[src/hw/adcbo_pkg.sv]
// Shared constants, types and register map of the byte handshake output
package adcbo_pkg;
   localparam int DATA_W = 14;
   localparam int HI_W = 6;
   localparam int LO_W = 8;
   localparam int ADDR_W = 8;
   localparam int SYNC_W = 5;
   // Register byte addresses
   localparam logic [ADDR_W-1:0] CTRL_ADDR = 8'h00;
   localparam logic [ADDR_W-1:0] STAT_ADDR = 8'h04;
   localparam logic [ADDR_W-1:0] RESULT_ADDR = 8'h08;
   // Control fields
   localparam int CTRL_HS_EN_BIT = 0;
   localparam int CTRL_DIRECT_EN_BIT = 1;
   localparam logic [1:0] CTRL_RESET = 2'h3;
   // Status fields
   localparam int STAT_BUSY_BIT = 0;
   localparam int STAT_MODE_BIT = 1;
   localparam int STAT_SEND_BIT = 2;
   localparam int STAT_PIN_BIT = 3;
   localparam int STAT_BYTE_BIT = 4;
   localparam logic [DATA_W-1:0] RESULT_RESET = 14'h0000;
   // Load strobe low time
   localparam int CLK_NS = 10;
   localparam int STROBE_NS = 50;
   localparam int STROBE_CYC = (STROBE_NS + CLK_NS - 1) / CLK_NS;
   localparam int STRB_CNT_W = 4;
   localparam logic [STRB_CNT_W-1:0] STROBE_LAST =
      STRB_CNT_W'(STROBE_CYC - 1);

   typedef enum logic [2:0] {
      HS_IDLE, HS_WAIT_READY, HS_STROBE, HS_WAIT_TAKEN, HS_WAIT_FREE, HS_END
   } adcbo_state_t;

   // Pin inputs from the far side, all asynchronous
   typedef struct packed {
      logic mode;
      logic send;
      logic ce_load_n;
      logic upper_byte_enable_n;
      logic lower_byte_enable_n;
   } adcbo_pins_t;

   typedef struct packed {
      logic [31:0] rdata;
      logic ready;
      logic slverr;
   } adcbo_apb_rsp_t;
endpackage : adcbo_pkg

[src/hw/adcbo_sync.sv]
// Two flip-flop synchroniser for a group of pin levels
`timescale 1ns/1ns
`default_nettype none
module adcbo_sync #(
   parameter int WIDTH = 1
) (
   input wire logic clk,
   input wire logic resetn,
   input wire logic clk_en,
   input wire logic [WIDTH-1:0] async_in,
   input wire logic [WIDTH-1:0] reset_val,
   output logic [WIDTH-1:0] sync_out
);
   logic [WIDTH-1:0] stage1;

   // First stage feeds only the second
   always_ff @(posedge clk) begin
      if (!resetn) begin
         stage1 <= reset_val;
         sync_out <= reset_val;
      end else if (clk_en) begin
         stage1 <= async_in;
         sync_out <= stage1;
      end
   end

endmodule : adcbo_sync
`default_nettype wire

[src/hw/adcbo_output.sv]
// Byte-organised result output with direct and handshake modes
//
// Decided for this implementation: the address map and the APB interface to the registers.
`timescale 1ns/1ns
`default_nettype none
module adcbo_output
   import adcbo_pkg::*;
(
   input wire logic clk,
   input wire logic resetn,
   input wire logic clk_en,
   input wire logic psel,
   input wire logic penable,
   input wire logic pwrite,
   input wire logic [adcbo_pkg::ADDR_W-1:0] paddr,
   input wire logic [31:0] pwdata,
   output logic [31:0] prdata,
   output logic pready,
   output logic pslverr,
   input wire logic conv_start,
   input wire logic conv_done,
   input wire logic [adcbo_pkg::DATA_W-1:0] conv_result,
   input wire adcbo_pkg::adcbo_pins_t pins_in,
   output logic [adcbo_pkg::DATA_W-1:0] data_out,
   output logic [1:0] data_oe,
   output logic ce_load_out,
   output logic ce_load_oe,
   output logic upper_byte_enable_out,
   output logic upper_byte_enable_oe,
   output logic lower_byte_enable_out,
   output logic lower_byte_enable_oe,
   output logic status_out
);
   import adcbo_pkg::*;

   adcbo_pins_t pins;
   adcbo_state_t state;
   adcbo_state_t next_state;
   logic [1:0] ctrl;
   logic [DATA_W-1:0] result;
   logic mode_q;
   logic low_phase;
   logic next_low_phase;
   logic [STRB_CNT_W-1:0] strobe_cnt;
   adcbo_apb_rsp_t next_rsp;

   adcbo_sync #(
      .WIDTH(SYNC_W)
   ) u_sync (
      .clk(clk),
      .resetn(resetn),
      .clk_en(clk_en),
      .async_in(pins_in),
      .reset_val({SYNC_W{1'b1}}),
      .sync_out(pins)
   );

   // Trigger decode
   wire hs_en = ctrl[CTRL_HS_EN_BIT];
   wire direct_en = ctrl[CTRL_DIRECT_EN_BIT];
   wire idle = (state == HS_IDLE);
   wire mode_rise = pins.mode && !mode_q;
   wire auto_trig = pins.mode && conv_done;
   wire start_seq = idle && hs_en && (mode_rise || auto_trig);
   wire strobe_end = (strobe_cnt == STROBE_LAST);

   // Result for the sequence in flight; a fresh one is taken only when idle
   wire take_result = conv_done && (idle || start_seq);

   // APB decode
   wire apb_setup = psel && !penable;
   wire apb_access = psel && penable && !pready;
   wire hit_ctrl = (paddr == CTRL_ADDR);
   wire hit_stat = (paddr == STAT_ADDR);
   wire hit_result = (paddr == RESULT_ADDR);
   wire hit_any = hit_ctrl || hit_stat || hit_result;
   // Write lands on the completing edge only
   wire ctrl_wr = psel && penable && pready && pwrite && hit_ctrl;
   wire [31:0] stat_word = {27'h0000000, low_phase, status_out,
                            pins.send, pins.mode, !idle};
   wire [31:0] read_word = hit_ctrl ? {30'h00000000, ctrl} :
                           hit_stat ? stat_word :
                           hit_result ? {18'h00000, result} : 32'h00000000;

   always_comb begin
      next_rsp.ready = apb_access;
      next_rsp.slverr = apb_access && !hit_any;
      next_rsp.rdata = (apb_access && !pwrite) ? read_word : 32'h00000000;
   end

   // Handshake sequencer
   always_comb begin
      next_state = state;
      next_low_phase = low_phase;
      case (state)
         HS_IDLE: begin
            next_low_phase = 1'b0;
            if (start_seq) begin
               next_state = HS_WAIT_READY;
            end
         end
         HS_WAIT_READY: begin
            if (pins.send) begin
               next_state = HS_STROBE;
            end
         end
         HS_STROBE: begin
            if (strobe_end) begin
               next_state = HS_WAIT_TAKEN;
            end
         end
         HS_WAIT_TAKEN: begin
            if (!pins.send) begin
               next_state = HS_WAIT_FREE;
            end
         end
         HS_WAIT_FREE: begin
            if (pins.send) begin
               if (low_phase) begin
                  next_state = HS_END;
               end else begin
                  next_low_phase = 1'b1;
                  next_state = HS_STROBE;
               end
            end
         end
         HS_END: begin
            next_state = HS_IDLE;
         end
         default: begin
            next_state = HS_IDLE;
         end
      endcase
   end

   // Decode from next state so lines and byte flags move together
   wire next_in_seq = (next_state != HS_IDLE) && (next_state != HS_END);
   wire next_idle = (next_state == HS_IDLE);
   wire drive_hi_direct = direct_en && next_idle && !pins.ce_load_n &&
                          !pins.upper_byte_enable_n;
   wire drive_lo_direct = direct_en && next_idle && !pins.ce_load_n &&
                          !pins.lower_byte_enable_n;
   wire drive_hi_hs = next_in_seq && !next_low_phase;
   wire drive_lo_hs = next_in_seq && next_low_phase;
   wire [1:0] next_oe = {drive_hi_direct || drive_hi_hs,
                         drive_lo_direct || drive_lo_hs};
   wire next_strobe_n = !(next_state == HS_STROBE);
   wire next_ube = !(next_state != HS_IDLE && next_state != HS_END &&
                     !next_low_phase);
   wire next_lbe = !(next_state != HS_IDLE && next_state != HS_END &&
                     next_low_phase);
   wire next_flag_oe = (next_state != HS_IDLE);

   always_ff @(posedge clk) begin
      if (!resetn) begin
         state <= HS_IDLE;
         low_phase <= 1'b0;
         strobe_cnt <= '0;
         mode_q <= 1'b1;
      end else if (clk_en) begin
         state <= next_state;
         low_phase <= next_low_phase;
         mode_q <= pins.mode;
         strobe_cnt <= (state == HS_STROBE && !strobe_end) ?
                       strobe_cnt + 1'b1 : '0;
      end
   end

   always_ff @(posedge clk) begin
      if (!resetn) begin
         ctrl <= CTRL_RESET;
         result <= RESULT_RESET;
         status_out <= 1'b0;
         pready <= 1'b0;
         pslverr <= 1'b0;
         prdata <= 32'h00000000;
      end else if (clk_en) begin
         if (ctrl_wr) begin
            ctrl <= pwdata[1:0];
         end
         if (take_result) begin
            result <= conv_result;
         end
         if (conv_done) begin
            status_out <= 1'b0;
         end else if (conv_start) begin
            status_out <= 1'b1;
         end
         pready <= next_rsp.ready;
         pslverr <= next_rsp.slverr;
         prdata <= next_rsp.rdata;
      end
   end

   // Pin drivers; data lines carry the latched result at all times
   always_ff @(posedge clk) begin
      if (!resetn) begin
         data_out <= RESULT_RESET;
         data_oe <= 2'h0;
         ce_load_out <= 1'b1;
         ce_load_oe <= 1'b0;
         upper_byte_enable_out <= 1'b1;
         upper_byte_enable_oe <= 1'b0;
         lower_byte_enable_out <= 1'b1;
         lower_byte_enable_oe <= 1'b0;
      end else if (clk_en) begin
         data_out <= take_result ? conv_result : result;
         data_oe <= next_oe;
         ce_load_out <= next_strobe_n;
         ce_load_oe <= next_flag_oe;
         upper_byte_enable_out <= next_ube;
         upper_byte_enable_oe <= next_flag_oe;
         lower_byte_enable_out <= next_lbe;
         lower_byte_enable_oe <= next_flag_oe;
      end
   end

   logic unused_apb;
   assign unused_apb = apb_setup ^ (^pwdata[31:2]);
endmodule : adcbo_output
`default_nettype wire

[config.mk]
export PLATFORM = sky130hd
export DESIGN_NAME = adcbo_output
export DESIGN_NICKNAME = d
export VERILOG_FILES = /design/src/hw/adcbo_pkg.sv /design/src/hw/adcbo_sync.sv /design/src/hw/adcbo_output.sv
export SDC_FILE = /design/constraint.sdc
export NUM_CORES = 1
export LEC_CHECK = 0
export BUFFER_PORTS_ARGS = -buffer_cell sky130_fd_sc_hd__buf_2
export CORE_UTILIZATION = 30
export DETAILED_ROUTE_END_ITERATION = 8
export PLACE_DENSITY = 0.54
export SETUP_SLACK_MARGIN = 0.5
export SLEW_MARGIN = 0
export SYNTH_ARGS = -nofsm -noshare
export SYNTH_HDL_FRONTEND = slang
export SYNTH_SLANG_ARGS = --single-unit
export TNS_END_PERCENT = 5
[constraint.sdc]
create_clock -name clk -period 2.3 [get_ports clk]
set_input_delay 0.115 -clock clk [delete_from_list [all_inputs] [get_ports clk]]
set_output_delay 0.115 -clock clk [all_outputs]
set_load 0.02 [all_outputs]
# Word level (Yosys, flattened, before mapping)
# Cells that the tools add are included.
[word_totals] out_inout_bits=57 reg_bits=76 inputBits=67 wordCells=91
[classes] n_addsub=1 mux=17 n_reduce_logical=47 n_eq_ne=9
[ops] cell="14-bit two-way mux" count=5
[ops] cell="1-bit logical AND" count=20
[ops] cell="3-bit two-way mux" count=6
[ops] cell="3-bit one-hot mux with 5 select lines" count=1
[ops] cell="1-bit logical NOT" count=13
[ops] cell="3-bit by 2-bit == test with 1-bit output, second input constant" count=3
[ops] cell="8-bit by 3-bit == test with 1-bit output, second input constant" count=1
[ops] cell="8-bit by 4-bit == test with 1-bit output, second input constant" count=1
[ops] cell="8-bit logical NOT" count=1
[ops] cell="3-bit logical NOT" count=2
[ops] cell="1-bit logical OR" count=6
[ops] cell="2-bit AND reduction" count=3
[ops] cell="4-bit by 1-bit adder with 4-bit output, second input constant" count=1
[ops] cell="4-bit by 3-bit == test with 1-bit output, second input constant" count=1
[ops] cell="4-bit two-way mux" count=1
[ops] cell="3-bit by 1-bit == test with 1-bit output, second input constant" count=1
[ops] cell="3-bit == test, second input constant" count=1
[ops] cell="1-bit two-way mux" count=3
[ops] cell="3-bit != test, second input constant" count=1
[ops] cell="3-bit nonzero test" count=1
[ops] cell="1-bit one-hot mux with 2 select lines" count=1
[ops] cell="2-bit nonzero test" count=1

# Logic depth before layout (Yosys ltp)
# Gate-level depths: netlist of the first run.
[depth] ltp_word=11 mapped_depth=8

# Hierarchy
# A second synthesis of the first run with hierarchy kept.
[hier_totals] cells_unflattened=288 hier_area_um2=2780.2
[modules_own_cells] mod="adcbo_output" cells_per_inst=266 seq_area_each_um2=960.9 instances=1 area_per_inst_um2=2316.0
[modules_own_cells] mod="adcbo_sync" cells_per_inst=22 seq_area_each_um2=300.3 instances=1 area_per_inst_um2=464.2

# Worst setup path before layout of the first run
# No wires, ideal clock.
[synth_timing] path_type="register -> register" start="register state[1]" end="register data_oe[0]" path_stages_with_launch=7 path_slack_ns=0.604 t_arrival_ns=1.576 path_cell_list="dfxtp_1 -> buf_6 -> or3_4 -> o32ai_2 -> nor4_2 -> nor4bb_1 -> o31a_1"
[synth_between] elab_chain_cells=10 word_cells_on_any_way=23 cone_classes="eq/ne (5); mux (7); reduce/logical (11)"
[synth_lines] item="start, declared" line="adcbo_output.sv:37" rtl="adcbo_state_t state;"
[synth_lines] item="start signal, assigned" line="adcbo_output.sv:161" rtl="state <= next_state;"
[synth_lines] item="3-bit logical NOT" line="adcbo_output.sv:61, adcbo_output.sv:95"
[synth_lines] item="1-bit logical AND (2 in series)" line="adcbo_output.sv:64" rtl="wire start_seq = idle && hs_en && (mode_rise || auto_trig);"
[synth_lines] item="3-bit two-way mux" line="adcbo_output.sv:98" rtl="if (start_seq) begin"
[synth_lines] item="3-bit one-hot mux with 5 select lines" line="adcbo_output.sv:95" rtl="case (state)"
[synth_lines] item="3-bit logical NOT" line="adcbo_output.sv:138" rtl="wire next_idle = (next_state == HS_IDLE);"
[synth_lines] item="1-bit logical AND (3 in series)" line="adcbo_output.sv:141" rtl="wire drive_lo_direct = direct_en && next_idle && !pins.ce_load_n &&"
[synth_lines] item="1-bit logical OR (*)" line="adcbo_output.sv:146" rtl="drive_lo_direct || drive_lo_hs};"
[synth_lines] item="end signal, assigned" line="adcbo_output.sv:208" rtl="data_oe <= next_oe;"
[synth_lines] item="end, declared" line="adcbo_output.sv:25" rtl="output logic [1:0] data_oe,"
# Mark *: on every way between the ends. The rest lies on a longest branch, timed or not.
# A chain may end at the register's enable or synchronous reset.

# Worst setup path in the final report of the first run
# Ends and elaborated chain as after synthesis.

==> results.py, run 1 <==
metrics = {
    "status": {
        "outcome": "complete, no violations",
    },
    "clocking": {
        "root_buffer": "clkbuf_8",
        "path_clk_slew_ns": 0.07,
        "cts_tree": "built",
        "cts.sinks": 58,
        "htree_num_levels": 3,
        "clockBufferDepth": 2,
        "worst_skew_pair.late_latency_ns": 0.34,
        "numCtsBuffers": 9,
    },
    "timing": {
        "rsz0062_at_grt": "no",
        "slew_violations": 0,
        "final.setup.tns_ns": 0,
        "finalCritPeriodShare_pct": 76.4,
        "slew_headroom_pct": 53.2,
        "max_freq_ghz": 0.569,
        "skew_ns": 0.0123,
        "period_minus_slack_ns": 1.76,
        "worst_pin_slew_ns": 0.702,
        "finalSetupViolations": 0,
        "hold_viol": 0,
    },
    "worst_setup_path": {
        "crit_start": "state[1]$_SDFFE_PN0P_",
        "reg2reg_from": "state[1]$_SDFFE_PN0P_",
        "criticalPathCategory": "flop to flop",
        "crit_arrival_ns": 1.98,
        "path_max_fanout": 6,
        "critPathLaunchType": "flop",
        "required_ns": 2.53,
        "cp-end-kind": "flop",
    },
    "global_routing": {
        "antenna_found_initial": 0,
        "grt_pass1_wl_um": 9360,
        "grt_pass1_vias": 1910,
        "grtUsageTotal_pct": 13.3,
        "grt_max_degree": 45,
        "overflow": 0,
    },
    "floorplanning": {
        "floorplan.die_area_mm2": 0.00928,
        "rows": 34,
        "ios": 124,
        "core_area_mm2": 0.00868,
        "die_h_um": 96.3,
        "die_w_um": 96.3,
        "start_util_pct": 30.8,
    },
    "drt": {
        "final_antenna_net_count": 0,
        "vias": 2256,
        "dr.pass1.iters": 6,
        "wl_um": 6110,
        "drt_iter0_markers": 88,
        "vias_per_cell": 4.58,
        "wire_per_inst_um": 12.4,
        "drc": 0,
    },
    "finish": {
        "drive_gt1_share_pct": 28.6,
        "final_cell_mix": "75 x buf_2, 55 x nand2_1, 54 x dfxtp_1",
        "syn_to_final_growth_pct": 25.5,
        "finish.utilization_pct": 38.6,
        "fin_nets": 449,
        "final_common_cell": "buf_2",
        "n_antenna_cell": 0,
        "fillerInstances": 928,
    },
    "synthesis": {
        "synth_cells": 302,
        "ys.flop_type": "dfxtp_1",
        "synth_seq_cells": 58,
        "async_flop_share_pct": 0,
        "ys_seq_area_share_pct": 43.5,
        "synth.cell_area_mm2": 0.00267,
        "synth_cell_type_count": 49,
        "yosys_warnings": 0,
        "synth_edf_count": 0,
        "syn_area_per_cell_um2": 8.84,
    },
    "placed_design": {
        "portBuffers": 75,
        "hpwl_um": 4270,
        "globalplace.congestion": 0.735,
    },
    "pwr": {
        "ir_worst_vdd_mv": 0.354,
        "p_leak_nw": 1.50,
        "power_density_mw_per_mm2": 690,
        "power_mw": 2.31,
    },
    "hold_path": {
        "hold_start": "pins_in[4]",
        "hold_class": "primary input to flop",
    },
    "run": {
        "max_cap_viol_count": 0,
    },
}
[layout make-up]
cell class                      count  area [um2]  area share [%]
Clock buffer                       11         141            4.22
Timing Repair Buffer               89         495            14.8
Multi-Input combinational cell    216        1340            39.8
Sequential cell                    58        1170            34.9
Clock inverter                      5        53.8            1.61
Inverter                            6        22.5           0.672
Tap cell                          108         135            4.03
[repair_timing]
action / CTS / global route
setup endpoints to repair: 2 / 2
endpoints found under the hold margin: 6 / 0
gates resized for setup: 4 / 4
pin swaps: 0 / 3
buffers inserted: 0 / 2
hold buffers: 6 / 0
[layer usage]
metal | track usage [%] | wire length (um) | share of wire [%] | vias to the layer above
li1 | - | - | - | 1150
met1 | 17.4 | 2820 | 46 | 1038
met2 | 20.6 | 2930 | 48 | 58
met3 | 3.24 | 253 | 4.1 | 10
met4 | 5.88 | 100 | 1.6 | 0
met5 | 0 | 0 | 0 | -
[final timing paths]
| path | to | slack, ns | cells past startpoint |
|---|---|---|---|
| hold reg to reg | mode_q$_SDFFE_PN1P_ | 0.47 | 2 |
| setup reg to reg | data_oe[0]$_SDFFE_PN0P_ | 0.54 | 6 |
| hold / removal | u_sync.stage1[4]$_SDFFE_PN1P_ | 0.01 | 3 |
| setup / recovery | data_oe[0]$_SDFFE_PN0P_ | 0.54 | 6 |
[report_power, final]
part           internal (mW)  switching (mW)  leakage [nW]
sequential              1.04          0.0280         0.474
clock                  0.526           0.401         0.103
combinational          0.132           0.186         0.926
[worst max-delay path, cell delays in order (launching register included)]
cell and delay [ns]:
dfxtp_4 0.37, or3_4 0.41, o32ai_4 0.30, nor4_2 0.06, buf_4 0.17, nor4bb_1 0.13
o31a_1 0.22
[kinds of logic (layout without fill, tap and decap cells)]
logic type / count (synthesis) / after routing / synth area share [%]
xor gates and xnor gates: 4 / 4 / 1.31
adders and majority gates: 2 / 2 / 0.937
and+or+nand+nor: 117 / 117 / 22.0
buffers and inverters: 45 / 111 / 9.79
muxes: 14 / 14 / 5.25
AOI/OAI and AO/OA: 61 / 61 / 17.1
DFF: 58 / 58 / 43.5
other: 1 / 18 / 0.140
[synth_stat cells (4+ instances only)]
cell	count	area, um2
buf_4	21	158
nor3_1	4	20.0
o21ai_0	5	25.0
dfxtp_1	58	1160
buf_2	5	25.0
a22o_1	5	43.8
a22oi_1	12	90.1
inv_1	5	18.8
nor2b_1	18	113
and2_1	4	25.0
nand2_1	55	206
a21oi_1	6	30.0
nand2b_1	5	31.3
mux2i_1	14	140
a21boi_0	15	113
clkbuf_1	9	33.8
nor2_1	13	48.8
[registers in the layout, indices dropped and copies added (netlist names)]
| name | cells |
|---|---|
| data_out | 14 |
| prdata | 14 |
| u_sync.stage1 | 5 |
| u_sync.sync_out | 5 |
| strobe_cnt | 4 |
| state | 3 |
| ctrl | 2 |
| data_oe | 2 |
| ce_load_out | 1 |
| low_phase | 1 |
| lower_byte_enable_out | 1 |
| mode_q | 1 |
| pready | 1 |
| pslverr | 1 |
| status_out | 1 |
| upper_byte_enable_oe | 1 |
| upper_byte_enable_out | 1 |
[metrics by stage]
stage               instances  area, um2  hold slack, ns  setup slack, ns
floorplan                 319       2730           0.240            0.604
global placement          469       3050           0.329            0.420
detailed placement        469       3050           0.335            0.390
CTS                       491       3320        0.000501            0.503
global route              493       3350          0.0148            0.501
finish                    493       3350          0.0149            0.543
(Power assumes the default switching activity.)
==> inputs of run 2 (changes only) <==
==> constraint.sdc (replaced) <==
create_clock -name clk -period 1.7 [get_ports clk]
set_input_delay 0.085 -clock clk [delete_from_list [all_inputs] [get_ports clk]]
set_output_delay 0.085 -clock clk [all_outputs]
set_load 0.02 [all_outputs]
==> run 2 against run 1 <==
  * Core utilization rose by 4.3 points
  * Final area up 11%
  * Hold slack gained 0.0040 ns
  * Sequential power is 36% higher
  * Die area did not move
  * Global-route usage rose by 1.3 points
  * Clock power grew 52%
  * Combinational power rose by 63%
  * First-iteration DRC count down 20%
  * Wire length is 9.7% higher
  * Critical path type unchanged
==> results.py, run 2 (synthesis results as in run 1) <==
metrics = {
    "drt": {
        "wire_per_inst_um": 12.8,
        "vias": 2380,
        "drc": 0,
        "wl_um": 6700,
        "vias_per_cell": 4.56,
        "final_antenna_net_count": 0,
        "drt_iter0_markers": 70,
        "dr.pass1.iters": 4,
    },
    "worst_setup_path": {
        "critPathLaunchType": "flop",
        "cp-end-kind": "flop",
        "criticalPathCategory": "flop to flop",
        "required_ns": 1.94,
        "path_max_fanout": 5,
        "crit_arrival_ns": 1.88,
    },
    "timing": {
        "hold_viol": 0,
        "finalCritPeriodShare_pct": 96.5,
        "period_minus_slack_ns": 1.64,
        "slew_violations": 0,
        "max_freq_ghz": 0.609,
        "skew_ns": 0.00489,
        "finalSetupViolations": 0,
        "rsz0062_at_grt": "yes",
    },
    "floorplanning": {
        "die_h_um": 96.3,
        "die_w_um": 96.3,
        "floorplan.die_area_mm2": 0.00928,
        "ios": 124,
        "rows": 34,
        "core_area_mm2": 0.00868,
        "start_util_pct": 30.8,
    },
    "finish": {
        "largestRegisters": "data_out x14, prdata x14",
        "final_common_cell": "buf_2",
        "syn_to_final_growth_pct": 39.4,
        "stdcell_count": 522,
        "fin_nets": 478,
        "finish.utilization_pct": 42.9,
        "final_cell_mix": "75 x buf_2, 54 x nand2_1, 53 x dfxtp_1",
        "fillerInstances": 884,
        "drive_gt1_share_pct": 32.4,
        "n_antenna_cell": 0,
        "fin_area_mm2": 0.00372,
    },
    "global_routing": {
        "grt_pass1_vias": 2094,
        "overflow": 0,
        "grt_max_degree": 32,
        "antenna_found_initial": 0,
        "grt_pass1_wl_um": 10000,
        "grtUsageTotal_pct": 14.6,
    },
    "pwr": {
        "power_mw": 3.38,
        "ir_worst_vdd_mv": 0.476,
        "p_leak_nw": 1.71,
        "power_density_mw_per_mm2": 907,
    },
    "clocking": {
        "worst_skew_pair.late_latency_ns": 0.34,
        "path_clk_slew_ns": 0.07,
        "cts_tree": "built",
        "clockBufferDepth": 2,
        "cts.sinks": 58,
        "numCtsBuffers": 9,
        "htree_num_levels": 3,
        "root_buffer": "clkbuf_8",
    },
    "placed_design": {
        "dpl_cell_area_mm2": 0.00319,
        "hpwl_um": 4620,
        "place_inst": 483,
        "globalplace.congestion": 0.799,
        "portBuffers": 75,
    },
    "hold_path": {
        "hold_class": "primary input to flop",
    },
    "status": {
        "outcome": "complete, no violations",
    },
    "run": {
        "max_cap_viol_count": 0,
    },
}
-- run 2: final cells by class --
class                           count  area, um2  share of cell area (%)
Clock buffer                       11        141                    3.80
Sequential cell                    58       1170                    31.4
Timing Repair Buffer              117        761                    20.4
Multi-Input combinational cell    217       1420                    38.0
Clock inverter                      5       77.6                    2.08
Tap cell                          108        135                    3.63
Inverter                            6       22.5                   0.605
-- run 2: stage by stage --
| step | setup TNS, ns | hold slack (ns) | worst slack [ns] |
|---|---|---|---|
| after floorplan | 0 | 0.210 | 0.0337 |
| after global placement | 0 | 0.298 | 0.0570 |
| after detailed placement | 0 | 0.300 | 0.0147 |
| after CTS | 0 | 0.00730 | 0.0186 |
| after global routing | -0.0496 | 0.0157 | -0.0296 |
| final | 0 | 0.0189 | 0.0591 |
-- run 2: timing repair --
action,CTS,global route
cloned,2,0
gates resized for setup,9,25
pin swaps,3,7
hold endpoints to repair,20,0
buffers inserted,1,0
hold buffers,20,0
endpoints found under the setup margin,40,42
-- run 2: worst max-delay path, stage by stage (launching register included) --
cell and delay (ns):
dfxtp_2 0.35, or3_4 0.39, o32ai_4 0.31, nor4_4 0.09
nor4bb_4 0.17, o31a_1 0.23
-- run 2: worst paths after layout --
| path | startpoint | to | slack [ns] | depth (start not counted) |
|---|---|---|---|---|
| max | state[1]$_SDFFE_PN0P_ | data_oe[0]$_SDFFE_PN0P_ | 0.06 | 5 |
| min | conv_start | status_out$_SDFFE_PN0P_ | 0.02 | 3 |
| max reg2reg | state[1]$_SDFFE_PN0P_ | data_oe[0]$_SDFFE_PN0P_ | 0.06 | 5 |
| min reg2reg | data_out[9]$_SDFFE_PN0P_ | data_out[9]$_SDFFE_PN0P_ | 0.47 | 2 |
-- run 2: layer usage --
metal	part of all wire, %	vias to the layer above	GRT usage, %
met1	49	1088	18.6
met5	0	-	0
met4	1.5	0	5.88
met3	5.9	9	5.13
met2	44	75	22.5
li1	-	1208	-
-- run 2: power by group --
group	leakage [nW]	total, mW	switching (mW)	internal [mW]
registers	0.473	1.45	0.0374	1.41
clock network	0.109	1.41	0.551	0.860
logic	1.12	0.518	0.282	0.236
total	1.71	3.38	0.871	2.50
